## src/logic/twp_cfg.svh

```systemverilog
// Bit positions, register offsets and reset values of the word unpacker
`ifndef TWP_CFG_SVH
`define TWP_CFG_SVH
`define TWP_WORD_W        22
`define TWP_LO_DATA_MSB   7
`define TWP_LO_CTRL       8
`define TWP_LO_FDIS       9
`define TWP_LO_DVAL       10
`define TWP_HI_LSB        11
`define TWP_HI_DATA_MSB   18
`define TWP_HI_CTRL       19
`define TWP_HI_FDIS       20
`define TWP_HI_DVAL       21
`define TWP_W10_MSB       9
`define TWP_HI10_MSB      20
`define TWP_FIFO_DEPTH    32
`define TWP_OFF_CFG       12'h000
`define TWP_OFF_STAT      12'h004
`define TWP_OFF_COUNT     12'h008
`define TWP_OFF_LAST      12'h00c
`define TWP_CFG_RST       32'h0000_0000
`endif

```

## src/logic/twp_pkg.sv

```systemverilog
// Types shared by the transmit word unpacker
package twp_pkg;
  typedef enum logic [1:0] {
    TWP_W8, TWP_W10, TWP_W16, TWP_W20
  } twp_width_t;
  typedef enum logic {
    TWP_ST_IDLE, TWP_ST_HALF
  } twp_state_t;
endpackage

```

## src/logic/twp_unpack.sv

```systemverilog
// Transmit word unpacker: wide fabric word to per-character encoder feed
//
// Contract
// 8-bit: character byte on bits 7:0
// 8-bit: bit 8 marks control character
// 8-bit: bit 9 force disparity or compliance
// 8-bit: bit 10 disparity value or idle
// 10-bit: raw word on 9:0, no flags
// 16-bit: characters on 7:0 and 18:11
// 16-bit: control flags bits 8 and 19
// 16-bit: force enables 9 and 20; bit 20 is dropped in PIPE mode
// 16-bit: disparity values 10 and 21
// 20-bit: words on 9:0 and 20:11
// Control flag only on valid K bytes; the unpacker passes bits 8 and 19 through without checking the byte
// Unassigned bits zero, ignored by channel
//
// Implementation choices: the APB register port and the address map.
`timescale 1ns/1ps
`default_nettype none
`include "twp_cfg.svh"
module twp_unpack (
  input  wire logic        pclk,
  input  wire logic        presetn,
  input  wire logic        psel,
  input  wire logic        penable,
  input  wire logic        pwrite,
  input  wire logic [11:0] paddr,
  input  wire logic [31:0] pwdata,
  output logic      [31:0] prdata,
  output logic             pready,
  output logic             pslverr,
  input  wire logic        word_valid,
  output logic             word_ready,
  input  wire logic [21:0] word_data,
  output logic             sym_valid,
  input  wire logic        sym_ready,
  output logic      [9:0]  sym_data,
  output logic             sym_ctrl,
  output logic             sym_force,
  output logic             sym_disp,
  output logic             sym_idle
);
  localparam int W = `TWP_WORD_W;
  // Config register: [1:0] width, [2] 8B/10B enable, [3] PIPE mode
  logic [31:0]             cfg_reg;
  logic [31:0]             count_reg;
  logic [31:0]             count_next;
  logic [W-1:0]            last_reg;
  logic                    unused_reg;
  twp_pkg::twp_state_t     st_reg;
  twp_pkg::twp_state_t     st_next;
  logic [9:0]              sym_data_next;
  logic                    ctrl_next;
  logic                    force_next;
  logic                    disp_next;
  logic                    idle_next;
  logic                    out_valid_reg;
  logic [9:0]              sym_data_reg;
  logic                    ctrl_reg;
  logic                    force_reg;
  logic                    disp_reg;
  logic                    idle_reg;

  wire twp_pkg::twp_width_t width_sel = twp_pkg::twp_width_t'(cfg_reg[1:0]);
  wire        enc_mode  = cfg_reg[2] &
                          (width_sel == twp_pkg::TWP_W8 ||
                           width_sel == twp_pkg::TWP_W16);
  wire        pipe_mode = cfg_reg[3];
  wire        dual      = (width_sel == twp_pkg::TWP_W16 ||
                           width_sel == twp_pkg::TWP_W20);

  // FIFO decouples fabric bursts from the one-character-per-cycle drain
  wire          f_valid;
  wire          f_pop;
  wire [W-1:0]  f_data;
  wire [5:0]    f_level;
  twp_fifo #(.WIDTH(W), .DEPTH(`TWP_FIFO_DEPTH)) u_fifo (
    .pclk      (pclk),
    .presetn   (presetn),
    .in_valid  (word_valid),
    .in_ready  (word_ready),
    .in_data   (word_data),
    .out_valid (f_valid),
    .out_ready (f_pop),
    .out_data  (f_data),
    .level     (f_level)
  );

  // Mask of bits that carry meaning at the current width and mode
  function automatic logic [W-1:0] used_mask(input twp_pkg::twp_width_t w,
                                             input logic enc);
    logic [W-1:0] m;
    m = '0;
    case (w)
      twp_pkg::TWP_W8:  m = enc ? 22'h0007ff : 22'h0000ff;
      twp_pkg::TWP_W10: m = 22'h0003ff;
      twp_pkg::TWP_W16: m = enc ? 22'h3fffff : 22'h07f8ff;
      twp_pkg::TWP_W20: m = 22'h1ffbff;
      default:          m = '0;
    endcase
    return m;
  endfunction

  wire [W-1:0] mask   = used_mask(width_sel, enc_mode);
  wire [W-1:0] clean  = f_data & mask;
  // 10-bit words have no flag bit 10; slot 10 masked for them
  wire [10:0]  lo_slot = {clean[`TWP_LO_DVAL], clean[`TWP_LO_FDIS:0]};
  wire [10:0]  hi_slot = clean[`TWP_HI_DVAL:`TWP_HI_LSB];

  wire [9:0] lo_sym;
  wire       lo_ctrl;
  wire       lo_force;
  wire       lo_disp;
  wire       lo_idle;
  wire [9:0] hi_sym;
  wire       hi_ctrl;
  wire       hi_force;
  wire       hi_disp;
  wire       hi_idle;
  twp_slice u_lo (
    .slot      (lo_slot),
    .enc_mode  (enc_mode),
    .pipe_mode (pipe_mode),
    .sym       (lo_sym),
    .is_ctrl   (lo_ctrl),
    .force_en  (lo_force),
    .disp_val  (lo_disp),
    .elec_idle (lo_idle)
  );
  twp_slice u_hi (
    .slot      (hi_slot),
    .enc_mode  (enc_mode),
    .pipe_mode (pipe_mode),
    .sym       (hi_sym),
    .is_ctrl   (hi_ctrl),
    .force_en  (hi_force),
    .disp_val  (hi_disp),
    .elec_idle (hi_idle)
  );

  // In PIPE mode the upper force bit is reserved and dropped
  wire hi_force_eff = hi_force & ~pipe_mode;
  // Electrical idle from either lane holds for the whole word
  wire word_idle = lo_idle | (dual & hi_idle);
  wire unused_set = |(f_data & ~mask);

  wire out_free = ~out_valid_reg | sym_ready;
  wire load     = f_valid & out_free;
  assign f_pop  = load & (~dual | st_reg == twp_pkg::TWP_ST_HALF);

  always_comb begin
    st_next       = st_reg;
    sym_data_next = sym_data_reg;
    ctrl_next     = ctrl_reg;
    force_next    = force_reg;
    disp_next     = disp_reg;
    idle_next     = idle_reg;
    if (load) begin
      case (st_reg)
        twp_pkg::TWP_ST_IDLE: begin
          // Lower character always leaves first
          sym_data_next = lo_sym;
          ctrl_next     = lo_ctrl;
          force_next    = lo_force;
          disp_next     = lo_disp;
          idle_next     = word_idle;
          if (dual) st_next = twp_pkg::TWP_ST_HALF;
        end
        twp_pkg::TWP_ST_HALF: begin
          sym_data_next = hi_sym;
          ctrl_next     = hi_ctrl;
          force_next    = hi_force_eff;
          disp_next     = hi_disp;
          idle_next     = word_idle;
          st_next       = twp_pkg::TWP_ST_IDLE;
        end
        default: st_next = twp_pkg::TWP_ST_IDLE;
      endcase
    end
  end

  always_ff @(posedge pclk or negedge presetn) begin
    if (!presetn) begin
      st_reg        <= twp_pkg::TWP_ST_IDLE;
      out_valid_reg <= 1'b0;
      sym_data_reg  <= '0;
      ctrl_reg      <= 1'b0;
      force_reg     <= 1'b0;
      disp_reg      <= 1'b0;
      idle_reg      <= 1'b0;
    end else begin
      st_reg        <= st_next;
      out_valid_reg <= load | (out_valid_reg & ~sym_ready);
      sym_data_reg  <= sym_data_next;
      ctrl_reg      <= ctrl_next;
      force_reg     <= force_next;
      disp_reg      <= disp_next;
      idle_reg      <= idle_next;
    end
  end

  assign sym_valid = out_valid_reg;
  assign sym_data  = sym_data_reg;
  assign sym_ctrl  = ctrl_reg;
  assign sym_force = force_reg;
  assign sym_disp  = disp_reg;
  assign sym_idle  = idle_reg;

  // APB slave, zero wait states
  wire apb_acc = psel & penable;
  wire apb_wr  = apb_acc & pwrite;
  wire hit_cfg   = (paddr == `TWP_OFF_CFG);
  wire hit_stat  = (paddr == `TWP_OFF_STAT);
  wire hit_count = (paddr == `TWP_OFF_COUNT);
  wire hit_last  = (paddr == `TWP_OFF_LAST);
  wire hit_any   = hit_cfg | hit_stat | hit_count | hit_last;
  wire clr_unused = apb_wr & hit_stat & pwdata[0];
  assign count_next = count_reg + 32'h1;

  always_ff @(posedge pclk or negedge presetn) begin
    if (!presetn) begin
      cfg_reg    <= `TWP_CFG_RST;
      count_reg  <= '0;
      last_reg   <= '0;
      unused_reg <= 1'b0;
    end else begin
      if (apb_wr & hit_cfg) cfg_reg <= {28'h0, pwdata[3:0]};
      if (apb_wr & hit_count) count_reg <= '0;
      else if (f_pop) count_reg <= count_next;
      if (f_pop) last_reg <= f_data;
      // Set wins over a simultaneous software clear
      if (f_pop & unused_set) unused_reg <= 1'b1;
      else if (clr_unused) unused_reg <= 1'b0;
    end
  end

  assign pready  = 1'b1;
  assign pslverr = apb_acc & ~hit_any;
  assign prdata  = hit_cfg   ? cfg_reg :
                   hit_stat  ? {16'h0, 2'h0, f_level, 4'h0,
                                f_valid, out_valid_reg,
                                st_reg == twp_pkg::TWP_ST_HALF, unused_reg} :
                   hit_count ? count_reg :
                   hit_last  ? {10'h0, last_reg} : 32'h0;

  // The character checks look one edge after a load, at the character it produced
  chk_lo_ctrl_flag: assert property (
    @(posedge pclk) disable iff (!presetn)
    load && st_reg == twp_pkg::TWP_ST_IDLE && enc_mode |=>
    sym_ctrl == $past(f_data[`TWP_LO_CTRL]))
    else $error("lower control flag mismatch");
  chk_hi_ctrl_flag: assert property (
    @(posedge pclk) disable iff (!presetn)
    load && st_reg == twp_pkg::TWP_ST_HALF && enc_mode |=>
    sym_ctrl == $past(f_data[`TWP_HI_CTRL]))
    else $error("upper control flag mismatch");
  chk_lo_byte_map: assert property (
    @(posedge pclk) disable iff (!presetn)
    load && st_reg == twp_pkg::TWP_ST_IDLE && enc_mode |=>
    sym_data == {2'h0, $past(f_data[7:0])})
    else $error("lower byte mismatch");
  chk_hi_byte_map: assert property (
    @(posedge pclk) disable iff (!presetn)
    load && st_reg == twp_pkg::TWP_ST_HALF && enc_mode |=>
    sym_data == {2'h0, $past(f_data[18:11])})
    else $error("upper byte mismatch");
  chk_w16_raw_upper: assert property (
    @(posedge pclk) disable iff (!presetn)
    load && !enc_mode && width_sel == twp_pkg::TWP_W16 &&
    st_reg == twp_pkg::TWP_ST_HALF |=>
    sym_data == {2'h0, $past(f_data[18:11])})
    else $error("upper byte mismatch without encoding");
  chk_raw_word_map: assert property (
    @(posedge pclk) disable iff (!presetn)
    load && !enc_mode && st_reg == twp_pkg::TWP_ST_IDLE |=>
    sym_data == ($past(cfg_reg[0]) ? $past(f_data[9:0]) :
                 {2'h0, $past(f_data[7:0])}) &&
    !sym_ctrl && !sym_force)
    else $error("raw lower word mismatch");
  chk_raw_no_flags: assert property (
    @(posedge pclk) disable iff (!presetn)
    load && !enc_mode |=>
    !sym_ctrl && !sym_force && !sym_disp && !sym_idle)
    else $error("flag set without encoding");
  chk_raw_hi_map: assert property (
    @(posedge pclk) disable iff (!presetn)
    load && width_sel == twp_pkg::TWP_W20 &&
    st_reg == twp_pkg::TWP_ST_HALF |=>
    sym_data == $past(f_data[20:11]))
    else $error("raw upper word mismatch");
  chk_pop_order: assert property (
    @(posedge pclk) disable iff (!presetn)
    f_pop && dual |-> st_reg == twp_pkg::TWP_ST_HALF)
    else $error("two-character word popped before its upper half");
  chk_force_flag: assert property (
    @(posedge pclk) disable iff (!presetn)
    load && enc_mode && st_reg == twp_pkg::TWP_ST_IDLE |=>
    sym_force == $past(f_data[`TWP_LO_FDIS]))
    else $error("force flag mismatch");
  chk_hi_force_flag: assert property (
    @(posedge pclk) disable iff (!presetn)
    load && enc_mode && !pipe_mode && st_reg == twp_pkg::TWP_ST_HALF |=>
    sym_force == $past(f_data[`TWP_HI_FDIS]))
    else $error("upper force flag mismatch");
  chk_pipe_hi_force: assert property (
    @(posedge pclk) disable iff (!presetn)
    load && pipe_mode && st_reg == twp_pkg::TWP_ST_HALF |=>
    !sym_force)
    else $error("upper force set in PIPE mode");
  chk_lo_disp_value: assert property (
    @(posedge pclk) disable iff (!presetn)
    load && enc_mode && !pipe_mode && st_reg == twp_pkg::TWP_ST_IDLE |=>
    sym_disp == $past(f_data[`TWP_LO_DVAL]) && !sym_idle)
    else $error("lower disparity value mismatch");
  chk_disp_value: assert property (
    @(posedge pclk) disable iff (!presetn)
    load && enc_mode && !pipe_mode && st_reg == twp_pkg::TWP_ST_HALF |=>
    sym_disp == $past(f_data[`TWP_HI_DVAL]) && !sym_idle)
    else $error("upper disparity value mismatch");
  chk_pipe_idle: assert property (
    @(posedge pclk) disable iff (!presetn)
    load && enc_mode && pipe_mode && st_reg == twp_pkg::TWP_ST_IDLE |=>
    sym_idle == ($past(f_data[`TWP_LO_DVAL]) |
                 ($past(dual) & $past(f_data[`TWP_HI_DVAL]))) &&
    !sym_disp)
    else $error("electrical idle mismatch");
  chk_pipe_hi_idle: assert property (
    @(posedge pclk) disable iff (!presetn)
    load && enc_mode && pipe_mode && st_reg == twp_pkg::TWP_ST_HALF |=>
    sym_idle == $past(f_data[`TWP_LO_DVAL] | f_data[`TWP_HI_DVAL]) &&
    !sym_disp)
    else $error("upper electrical idle mismatch");
  chk_unused_sticky: assert property (
    @(posedge pclk) disable iff (!presetn)
    f_pop && enc_mode && width_sel == twp_pkg::TWP_W8 &&
    (|f_data[21:11]) |=> unused_reg)
    else $error("unused bits not flagged");
  chk_sym_hold: assert property (
    @(posedge pclk) disable iff (!presetn)
    sym_valid && !sym_ready |=>
    sym_valid && $stable({sym_data, sym_ctrl, sym_force, sym_disp, sym_idle}))
    else $error("character changed while stalled");
  chk_count_step: assert property (
    @(posedge pclk) disable iff (!presetn)
    f_pop && !(apb_wr && hit_count) |=> count_reg == $past(count_reg) + 32'h1)
    else $error("consumed word count did not step");
endmodule // twp_unpack
`default_nettype wire

```

## src/logic/twp_fifo.sv

```systemverilog
// Flip-flop FIFO with valid/ready on both sides
`timescale 1ns/1ps
`default_nettype none
module twp_fifo #(
  parameter int WIDTH = 22,
  parameter int DEPTH = 32
) (
  input  wire logic             pclk,
  input  wire logic             presetn,
  input  wire logic             in_valid,
  output logic                  in_ready,
  input  wire logic [WIDTH-1:0] in_data,
  output logic                  out_valid,
  input  wire logic             out_ready,
  output logic      [WIDTH-1:0] out_data,
  output logic [$clog2(DEPTH):0] level
);
  localparam int AW = $clog2(DEPTH);
  logic [WIDTH-1:0] mem_reg [DEPTH];
  logic [AW-1:0]    wr_reg;
  logic [AW-1:0]    rd_reg;
  logic [AW:0]      cnt_reg;
  wire              push;
  wire              pop;
  assign in_ready  = (cnt_reg != (AW+1)'(DEPTH));
  assign out_valid = (cnt_reg != '0);
  assign push      = in_valid & in_ready;
  assign pop       = out_valid & out_ready;
  assign out_data  = mem_reg[rd_reg];
  assign level     = cnt_reg;
  always_ff @(posedge pclk) begin
    if (push) mem_reg[wr_reg] <= in_data;
  end
  always_ff @(posedge pclk or negedge presetn) begin
    if (!presetn) begin
      wr_reg  <= '0;
      rd_reg  <= '0;
      cnt_reg <= '0;
    end else begin
      if (push) wr_reg <= wr_reg + 1'b1;
      if (pop)  rd_reg <= rd_reg + 1'b1;
      cnt_reg <= cnt_reg + (AW+1)'(push) - (AW+1)'(pop);
    end
  end
  chk_fifo_no_overrun: assert property (@(posedge pclk) disable iff (!presetn)
    cnt_reg <= (AW+1)'(DEPTH)) else $error("fifo count above depth");
  chk_fifo_full_flag: assert property (@(posedge pclk) disable iff (!presetn)
    (cnt_reg == (AW+1)'(DEPTH)) == !in_ready)
    else $error("fifo full flag wrong");
endmodule // twp_fifo
`default_nettype wire

```

## src/logic/twp_slice.sv

```systemverilog
// Splits one character slot of the wide word into its fields
`timescale 1ns/1ps
`default_nettype none
module twp_slice (
  input  wire logic [10:0] slot,
  input  wire logic        enc_mode,
  input  wire logic        pipe_mode,
  output logic      [9:0]  sym,
  output logic             is_ctrl,
  output logic             force_en,
  output logic             disp_val,
  output logic             elec_idle
);
  // Raw 10-bit words carry no flags
  assign sym       = enc_mode ? {2'h0, slot[7:0]} : slot[9:0];
  assign is_ctrl   = enc_mode & slot[8];
  assign force_en  = enc_mode & slot[9];
  assign disp_val  = enc_mode & ~pipe_mode & slot[10];
  assign elec_idle = enc_mode & pipe_mode & slot[10];
endmodule // twp_slice
`default_nettype wire

```

## config.mk

```make
export PLATFORM = sky130hd
export DESIGN_NAME = twp_unpack
export DESIGN_NICKNAME = d
export VERILOG_FILES = /design/src/logic/twp_pkg.sv /design/src/logic/twp_unpack.sv /design/src/logic/twp_fifo.sv /design/src/logic/twp_slice.sv
export VERILOG_INCLUDE_DIRS = /design/src /design/src/logic
export SDC_FILE = /design/constraint.sdc
export NUM_CORES = 1
export LEC_CHECK = 0
export BUFFER_PORTS_ARGS = -buffer_cell sky130_fd_sc_hd__buf_2
export CAP_MARGIN = 20
export CORE_MARGIN = 2
export CORE_UTILIZATION = 30
export DETAILED_ROUTE_END_ITERATION = 8
export PLACE_DENSITY = 0.51
export SETUP_SLACK_MARGIN = 0.4
export SYNTH_ARGS = -nofsm -noshare
export SYNTH_HDL_FRONTEND = slang
export SYNTH_SLANG_ARGS = --single-unit
```

## constraint.sdc

```tcl
create_clock -name pclk -period 4.05 [get_ports pclk]
set_input_delay 0.405 -clock pclk [delete_from_list [all_inputs] [get_ports pclk]]
set_output_delay 0.405 -clock pclk [all_outputs]
set_load 0.1 [all_outputs]
```

==> results.ini, run 1 <==
[logic_synthesis]
yosysMostFrequentCell = edfxtp_1
syn-num-nets = 1802
synth_common_cells = 704 x edfxtp_1, 149 x mux4_2, 101 x nand2_1, 93 x mux2i_1, 91 x dfrtp_1
synth_cell_type_count = 64
yosysWarnings = 0
netlist.area_leader.share = 0.665
synth.area.top_cells = edfxtp_1 66%, mux4_2 11%, dfrtp_1 7.2%
yosysSeqAreaShare = 0.736
synth-edff-count = 704
netlist_instances = 1713
synth_area_um2 = 31800
synth_flop_cell = edfxtp_1
avgSynthCellArea_um2 = 18.6
synth_seq_cells = 795
yosysTopAreaCell = edfxtp_1
async_flop_share = 0.114

[worst_hold_path]
min_from = sym_ready
min_path_type = primary input to flop

[detailed_routing]
drt_first_pass_iters = 5
viasPerCell = 4.97
detail_route.wl_per_cell_um = 24.8
drtIter0Drc = 1459
ant_nets = 0
drc = 0
vias = 16782
wl_um = 83800

[grt]
antenna_found_initial = 1
grt_pass1_wl_um = 122000
grt_max_degree = 65
overflow = 0
grt_use_total = 0.155
grt_pass1_vias = 17305

[pwr]
ir_drop_v = 0.000385
p_leak_nw = 12.8
powerDensity_nw_per_um2 = 687

[clocking]
clock_sinks = 795
tritoncts = yes
numCtsBuffers = 90
htreeDepth = 3
clkLatencyLatePin_ns = 0.66
cts-resized-gates = 0
cts_root_buf = clkbuf_16
path_clk_slew_ns = 0.06
ctsLongestPathBuffers = 3

[timing]
min_period_over_period = 0.795
rsz0062_at_grt = false
finalSetupViolations = 0
skew_ns = 0.0359
hold_violations = 0
min_period_ns = 3.22
tightest_slew_ns = 0.899
hold_ws_ns = 0.133
slew_headroom = 0.399
fmax_ghz = 0.311
tns_ns = 0
slew_viol_final = 0

[run]
cap_violations = 0

[setup_path]
r2r_start = u_fifo.rd_reg[0]$_DFFE_PN0P_
start_kind = flop
crit_path_start = u_fifo.rd_reg[0]$_DFFE_PN0P_
crit_path_max_fanout = 20
cp_data_required_time_ns = 4.59
endpoint = unused_reg$_DFFE_PN0P_
crit_arrival_ns = 3.76
path_class = flop to flop
r2r_setup_slack_ns = 0.83
regToRegEndpoint = unused_reg$_DFFE_PN0P_
worst_r2r_path_depth = 7
end_kind = flop
max_stage_delay_ns = 0.71
worstPathCellList = buf_4 > mux4_2 > a211oi_1 > a22oi_1 > nor3_1 > and4b_1 > o21ai_1
cpMaxStageDelayCell = dfrtp_4

[die]
dieHeight_um = 330
coreArea_um2 = 105000
die-area_um2 = 109000
rows = 119
initial_core_util = 0.302
die_w_um = 330
ios = 123

[cells_and_area]
nNetsFinal = 2001
drive_gt1_frac = 0.273
antenna_cells = 0
syn2layout_area_growth_pct = 19.3
utilization = 0.360
fin_area_um2 = 37900
largest_reg_flops = 704

[placed_design]
placed_area_um2 = 34800
gp_congestion = 0.801
io_buffers = 93
dp_hpwl_um = 51300

[status]
status = finished clean

-- repair_timing --
| item | 4_1_cts | 5_1_grt |
|---|---|---|
| endpoints found under the hold margin | 67 | 0 |
| buffers inserted | 0 | 0 |
| hold buffers | 5 | 0 |
-- final cells by class --
type	instances	area, µm²
multi-input cells	807	8030
inverters	20	75.1
well taps	1391	1740
repair buffers	198	1590
clock inverters	61	761
flip-flops and latches	795	23400
fillers	9753	67300
clock buffers	106	2320
-- critical path: cells and delay by family (launching register included) --
| family | cells | cell delay (ns) |
|---|---|---|
| AOI/OAI and AO/OA | 3 | 0.97 |
| DFF | 1 | 0.71 |
| buffers and inverters | 1 | 0.29 |
| and+or+nand+nor | 2 | 0.61 |
| muxes | 1 | 0.51 |
-- stage by stage --
| step | power (mW) | setup slack (ns) | cells |
|---|---|---|---|
| final | 26.1 | 0.832 | 3378 |
| after global routing | 27.2 | 0.649 | 3378 |
| after CTS | 26.3 | 0.779 | 3377 |
| after detailed placement | 17.9 | 0.774 | 3205 |
| after global placement | 17.8 | 0.718 | 3205 |
| after floorplan | 15.0 | 0.480 | 1713 |
-- metal layers --
metal | wire, µm | track usage
met1 | 37600 | 0.217
met2 | 40600 | 0.256
met3 | 4120 | 0.0213
met4 | 1530 | 0.0398
met5 | 0 | 0
-- cell usage in the layout, fill, tap and decap left out, types with 7 or more instances in the layout --
cell type	count
dfrtp_1	86
o21ai_1	7
a22o_1	14
clkinv_2	25
nand2_1	101
a221oi_1	14
mux4_2	149
nand4_1	9
a21o_1	7
a211oi_1	11
o21ai_0	47
edfxtp_1	704
inv_1	20
mux2_2	13
a22oi_1	17
a21oi_1	30
mux2i_1	93
xnor2_1	19
nor2_4	32
buf_4	75
bufinv_16	14
nor2_1	54
o221ai_1	15
clkbuf_1	15
or3_1	7
nor2b_1	10
buf_2	92
and2_1	21
ha_1	15
and3_1	8
o22ai_1	12
clkinv_1	9
clkbuf_16	90
nand3_1	20
buf_12	26
xor2_1	17
-- logic make-up (layout without fill, tap and decap cells) --
group,count (synthesis),count (layout),synth area share
compound gates,199,199,0.0426
mux,258,258,0.141
xor+xnor,36,36,0.00991
fa+ha+maj,16,16,0.00653
buf+inv,111,385,0.0192
other cells,1,1,0.000118
simple gates,297,297,0.0439
flops,795,795,0.736
-- worst min path at each step --
stage                         endpoint  cells past startpoint  slack [ns]
6_report           sym_valid$_DFF_PN0_                      3        0.13
2_1_floorplan   cfg_reg[0]$_DFFE_PN0P_                      0        0.11
3_3_place_gp      sym_disp$_DFFE_PN0P_                      1        0.47
4_1_cts            sym_valid$_DFF_PN0_                      3        0.08
3_5_place_dp   last_reg[0]$_DFFE_PN0P_                      2        0.47
5_1_grt            sym_valid$_DFF_PN0_                      3        0.14
-- report_power, final --
part	total [mW]	switching [mW]	internal, mW
Clock	8.39	3.35	5.04
Sequential	10.2	0.549	9.63
Combinational	7.50	4.37	3.14
Total	26.1	8.26	17.8
(Power assumes the default switching activity.)
==> run 2, diff against run 1 <==
--- a/config.mk
+++ b/config.mk
@@ -6,6 +6,7 @@
 export SDC_FILE = /design/constraint.sdc
 export NUM_CORES = 1
 export LEC_CHECK = 0
+export ABC_AREA = 1
 export BUFFER_PORTS_ARGS = -buffer_cell sky130_fd_sc_hd__buf_2
 export CAP_MARGIN = 20
 export CORE_MARGIN = 2
==> constraint.sdc (replaced) <==
create_clock -name pclk -period 3.3 [get_ports pclk]
set_input_delay 0.33 -clock pclk [delete_from_list [all_inputs] [get_ports pclk]]
set_output_delay 0.33 -clock pclk [all_outputs]
set_load 0.1 [all_outputs]
==> run 2 against run 1 <==
Effect of this change:
- global-route usage increased by 1.7 points
- via count increased by 36%
- register-to-register slack got worse by 0.22 ns
- cell area up 4.6%
- sequential share of layout area fell by 2.7 points
- flip-flop and latch count unchanged
- core utilization down 0.29 points
- area after synthesis rose by 5.8%
- clock skew down 0.0042 ns
- sequential power increased by 22%
- clock-buffer cell count up 6
- largest power group unchanged
==> results.ini, run 2 <==
[status]
status = finished clean

[setup_path]
start_kind = primary input
cpMaxStageDelayCell = o211ai_1
worstPathCellList = buf_2 > nor2_1 > nand2_1 > nor2_2 > inv_1 > nor3_2 > nand2_1 > o211ai_1 > clkbuf_4
regToRegEndpoint = u_fifo.mem_reg[29][7]$_DFFE_PP_
max_stage_delay_ns = 0.46
crit_path_max_fanout = 11
cp_data_required_time_ns = 2.97
r2r_start = u_fifo.level[4]$_DFF_PN0_
r2r_setup_slack_ns = 0.61
crit_top_cell = nand2_1
end_kind = output port
path_class = primary input to output port
crit_arrival_ns = 2.44
worst_r2r_path_depth = 8

[die]
die-area_um2 = 115000
ios = 123
coreArea_um2 = 111000
rows = 122
die_w_um = 339
dieHeight_um = 339
initial_core_util = 0.303

[cells_and_area]
drive_gt1_frac = 0.125
nNetsFinal = 3254
utilization = 0.358
syn2layout_area_growth_pct = 18.0
most-common-layout-cells = 778 x nand2_1, 704 x edfxtp_1, 332 x nor2_1
fin_area_um2 = 39700
largest_reg_flops = 704
instances_no_fill = 4728
num-fill-cells = 10898
mostFrequentLayoutCell = nand2_1

[logic_synthesis]
yosysWarnings = 0
yosysTopAreaCell = edfxtp_1
async_flop_share = 0.114
synth_flop_cell = edfxtp_1
synth_common_cells = 783 x nand2_1, 704 x edfxtp_1, 365 x nor2_1, 276 x nand3_1, 207 x o21ai_0
yosysSeqAreaShare = 0.696
synth_seq_cells = 795
avgSynthCellArea_um2 = 11.1
synth-edff-count = 704
synth_area_um2 = 33600
syn-num-nets = 3123
netlist_instances = 3034
yosysMostFrequentCell = nand2_1
netlist.area_leader.share = 0.629
synth.area.top_cells = edfxtp_1 63%, nand2_1 8.7%, dfrtp_1 6.8%
synth_cell_type_count = 46

[worst_hold_path]
min_from = pwdata[3]
hold-path-endpoint = cfg_reg[3]$_DFFE_PN0P_
hold_depth = 3
min_path_type = primary input to flop

[clocking]
path_clk_slew_ns = 0.06
clkLatencyLatePin_ns = 0.65
cts_root_buf = clkbuf_16
htreeDepth = 3
numCtsBuffers = 89
tritoncts = yes
ctsLongestPathBuffers = 3
postCtsSetupBuffers = 0
clock_sinks = 795

[timing]
slew_viol_final = 0
rsz0062_at_grt = true
fmax_ghz = 0.361
min_period_ns = 2.77
fin_ws_ns = 0.533
min_period_over_period = 0.838
tightest_slew_ns = 1.10
tns_ns = 0
slew_headroom = 0.268
skew_ns = 0.0317
finalSetupViolations = 0
hold_violations = 0

[pwr]
ir_drop_v = 0.000678
powerDensity_nw_per_um2 = 867
p_leak_nw = 14.8

[detailed_routing]
wl_um = 101000
viasPerCell = 4.83
vias = 22816
drc = 0
drt_first_pass_iters = 5
drtIter0Drc = 2032
detail_route.wl_per_cell_um = 21.4
ant_nets = 0

[placed_design]
placed_area_um2 = 36600
placedCellCount = 4558
dp_hpwl_um = 61300
io_buffers = 93
gp_congestion = 0.860
place_ws_ns = 0.455

[grt]
grt_pass1_vias = 21585
antenna_found_initial = 2
grt_max_degree = 116
grt_use_total = 0.173
grt_pass1_wl_um = 148000
overflow = 0

[run]
cap_violations = 0

-- run 2: changes by cell type in the layout (fill, tap and decap cells not counted), sizes merged, moves of 30 or more --
cell / delta
nand2: +684
inv: +144
o21ai: +165
mux2i: -93
nand3: +257
mux4: -151
nand4: +30
nor2: +282
-- run 2: cell families (layout without fill, tap and decap cells) --
logic type	count (synthesis)	after routing	synth area share
buffers and inverters	330	535	0.0457
adders and majority gates	16	16	0.00617
AOI/OAI and AO/OA	378	378	0.0635
DFF	795	795	0.696
other	1	2	0.000111
and+or+nand+nor	1499	1499	0.184
xor gates and xnor gates	15	15	0.00391
-- run 2: worst max path at each step --
| stage | slack [ns] | from | end |
|---|---|---|---|
| global route | 0.37 | paddr[5] | prdata[10] |
| CTS | 0.46 | paddr[5] | prdata[10] |
| detailed placement | 0.45 | paddr[5] | prdata[10] |
| finish | 0.53 | paddr[5] | prdata[11] |
| floorplan | -0.23 | paddr[1] | prdata[16] |
| global placement | 0.48 | paddr[5] | prdata[11] |
-- run 2: cell type report --
cell class	count	area, µm²	share of cell area
repair buffers	202	1790	0.0452
clock buffers	112	2390	0.0601
flip-flops and latches	795	23400	0.590
inverters	168	653	0.0165
clock inverters	53	609	0.0154
diodes	1	2.50	0.0000631
well taps	1488	1860	0.0469
multi-input cells	1909	8950	0.226
-- run 2: per-stage QoR --
step                total power, mW  hold slack (ns)
floorplan                      20.1           0.0344
global placement               24.4            0.466
detailed placement             24.5            0.468
CTS                            34.6          0.00514
global route                   36.2           0.0386
finish                         34.4           0.0440
-- run 2: critical path, delay by kind of cell --
kind / cells / cell delay, ns
buffers and inverters: 3 / 0.62
AND/OR/NAND/NOR: 5 / 1.01
AO/OA/AOI/OAI: 1 / 0.46
-- run 2: metal layers --
| layer | vias to the layer above | track usage | share of wire |
|---|---|---|---|
| li1 | 10799 | - | - |
| met1 | 11146 | 0.237 | 0.44 |
| met2 | 718 | 0.274 | 0.46 |
| met3 | 151 | 0.0327 | 0.064 |
| met4 | 2 | 0.0574 | 0.030 |
| met5 | - | 0 | 0.00011 |
-- run 2: report_power, final --
part           switching (mW)  internal, mW
combinational            8.51          3.30
clock                    4.06          6.08
sequential              0.536          11.9
-- run 2: repair_timing --
action | CTS | global route
endpoints found under the setup margin | 0 | 3
endpoints found under the hold margin | 66 | 0
resized for setup | 0 | 3
hold buffers | 4 | 0
==> run 3, diff against run 2 <==
--- a/config.mk
+++ b/config.mk
@@ -12,7 +12,7 @@
 export CORE_MARGIN = 2
 export CORE_UTILIZATION = 30
 export DETAILED_ROUTE_END_ITERATION = 8
-export PLACE_DENSITY = 0.51
+export PLACE_DENSITY = 0.52
 export SETUP_SLACK_MARGIN = 0.4
 export SYNTH_ARGS = -nofsm -noshare
 export SYNTH_HDL_FRONTEND = slang
==> constraint.sdc (replaced) <==
create_clock -name pclk -period 2.41 [get_ports pclk]
set_input_delay 0.241 -clock pclk [delete_from_list [all_inputs] [get_ports pclk]]
set_output_delay 0.241 -clock pclk [all_outputs]
set_load 0.1 [all_outputs]
==> run 3 against run 2 <==
Effect of this change:
- register-to-register slack got worse by 0.58 ns
- via count up 11%
- critical path depth rose by 3
- first-iteration DRC count up 22%
- clock-buffer cell count down 9
- flip-flop and latch count stayed put
- clock power rose by 33%
- largest cell class unchanged
- highest routed layer unchanged
==> results.ini, run 3 (synthesis gave the netlist of run 2 again) <==
[grt]
overflow = 0
grt_max_degree = 58
grt_use_total = 0.196
antenna_found_initial = 7
grt_pass1_wl_um = 166000
grt_pass1_vias = 24079

[setup_path]
end_kind = flop
max_stage_delay_ns = 0.53
start_kind = flop
cpMaxStageDelayCell = dfrtp_4
path_class = flop to flop
worstPathCellList = buf_12 > buf_16 > clkinv_16 > buf_6 > buf_12 > buf_16 > o21ai_2 > o211ai_1 > nand3_1 > nand4_1 > a31oi_1 > nor2_1
r2r_start = u_fifo.rd_reg[0]$_DFFE_PN0P_
crit_path_max_fanout = 8
crit_arrival_ns = 2.92
cp_data_required_time_ns = 2.94
critical_path_buf_inv_count = 6
crit_family = buffers and inverters
crit_path_start = u_fifo.rd_reg[0]$_DFFE_PN0P_

[cells_and_area]
most-common-layout-cells = 707 x nand2_1, 704 x edfxtp_1, 267 x nor2_1
syn2layout_area_growth_pct = 39.2
nNetsFinal = 3574
drive_gt1_frac = 0.286
largest_reg_flops = 704
mostFrequentLayoutCell = nand2_1

[status]
status = finished clean

[timing]
min_period_over_period = 0.990
hold_violations = 0
min_period_ns = 2.38
tightest_slew_ns = 0.871
slew_headroom = 0.418
fmax_ghz = 0.419
rsz0062_at_grt = true
slew_viol_final = 0
skew_ns = 0.0248
hold_ws_ns = 0.103
fin_ws_ns = 0.0252
finalSetupViolations = 0

[detailed_routing]
ant_nets = 0
vias = 25244
drc = 0
drtIter0Drc = 2476
detail_route.wl_per_cell_um = 23.6
viasPerCell = 5.00
wl_um = 119000
drt_first_pass_iters = 5

[clocking]
ctsLongestPathBuffers = 3
clkLatencyLatePin_ns = 0.67
path_clk_slew_ns = 0.06
numCtsBuffers = 86
tritoncts = yes
htreeDepth = 3
clock_sinks = 795
cts_root_buf = clkbuf_16

[pwr]
powerDensity_nw_per_um2 = 1240
p_leak_nw = 17.7
ir_drop_v = 0.000735

[die]
die_w_um = 339
initial_core_util = 0.303
rows = 122
die-area_um2 = 115000
dieHeight_um = 339
coreArea_um2 = 111000
ios = 123

[placed_design]
io_buffers = 93
dp_hpwl_um = 62800
place_ws_ns = -0.0285
gp_congestion = 0.830

[run]
cap_violations = 0

[worst_hold_path]
min_path_type = primary input to asynchronous set/reset pin

## run 3: cell count changes in the layout (fill, tap and decap cells not counted), moves of 55 or more
| cell | before | now |
|---|---|---|
| o21ai_0 | 206 | 115 |
| nand3_1 | 276 | 206 |
| nand3_2 | 1 | 61 |
| buf_4 | 70 | 163 |
| buf_12 | 38 | 126 |
| o21ai_1 | 13 | 68 |
| nand2_1 | 778 | 707 |
| nor2_1 | 332 | 267 |
| buf_6 | 0 | 61 |
## run 3: what timing repair did
item,4_1_cts,5_1_grt
hold buffers,6,0
pin swaps,172,127
buffers inserted,86,53
endpoints found under the hold margin,97,0
resized for setup,383,293
gates cloned,54,22
endpoints found under the setup margin,410,707
## run 3: path summary, 6_finish.rpt
path | to | cells after the start | slack [ns]
max | sym_data[5]$_DFFE_PN0P_ | 12 | 0.03
min | count_reg[0]$_DFFE_PN0P_ | 2 | 0.10
max reg2reg | sym_data[5]$_DFFE_PN0P_ | 12 | 0.03
min reg2reg | sym_data[9]$_DFFE_PN0P_ | 2 | 0.48
max in group asynchronous | count_reg[22]$_DFFE_PN0P_ | 3 | 1.60
min in group pclk | u_fifo.level[0]$_DFF_PN0_ | 5 | 0.11
## run 3: layer usage
metal | vias to the layer above | routed length (µm) | GRT usage
met1 | 12570 | 49000 | 0.255
met2 | 947 | 57400 | 0.331
li1 | 11510 | - | -
met4 | 4 | 4710 | 0.0726
met3 | 213 | 7790 | 0.0292
met5 | - | 21 | 0
## run 3: power by group
| group | switching, mW | internal, mW |
|---|---|---|
| Clock | 5.57 | 7.86 |
| Sequential | 0.696 | 16.3 |
| Combinational | 16.1 | 11.7 |
| Total | 22.3 | 35.8 |
## run 3: final cells by class
class | count | area, µm²
clock inverter | 55 | 592
timing repair buffer | 513 | 7240
sequential | 795 | 23400
tap | 1488 | 1860
clock buffer | 103 | 2250
multi-input combinational | 1918 | 10700
fill | 10234 | 64100
timing repair inverter | 3 | 62.6
antenna | 2 | 5.00
inverter | 168 | 686
## run 3: metrics by stage
step / setup TNS (ns) / total power [mW] / std cells / util / cell area, µm²
CTS: 0 / 55.2 / 4968 / 0.403 / 44800
detailed placement: -0.0457 / 35.0 / 4664 / 0.345 / 38300
floorplan: -327.96 / 27.5 / 3034 / - / 33900
finish: 0 / 58.2 / 5045 / 0.422 / 46800
global placement: 0 / 34.9 / 4664 / 0.345 / 38300
global route: -0.0510 / 60.6 / 5044 / 0.422 / 46800
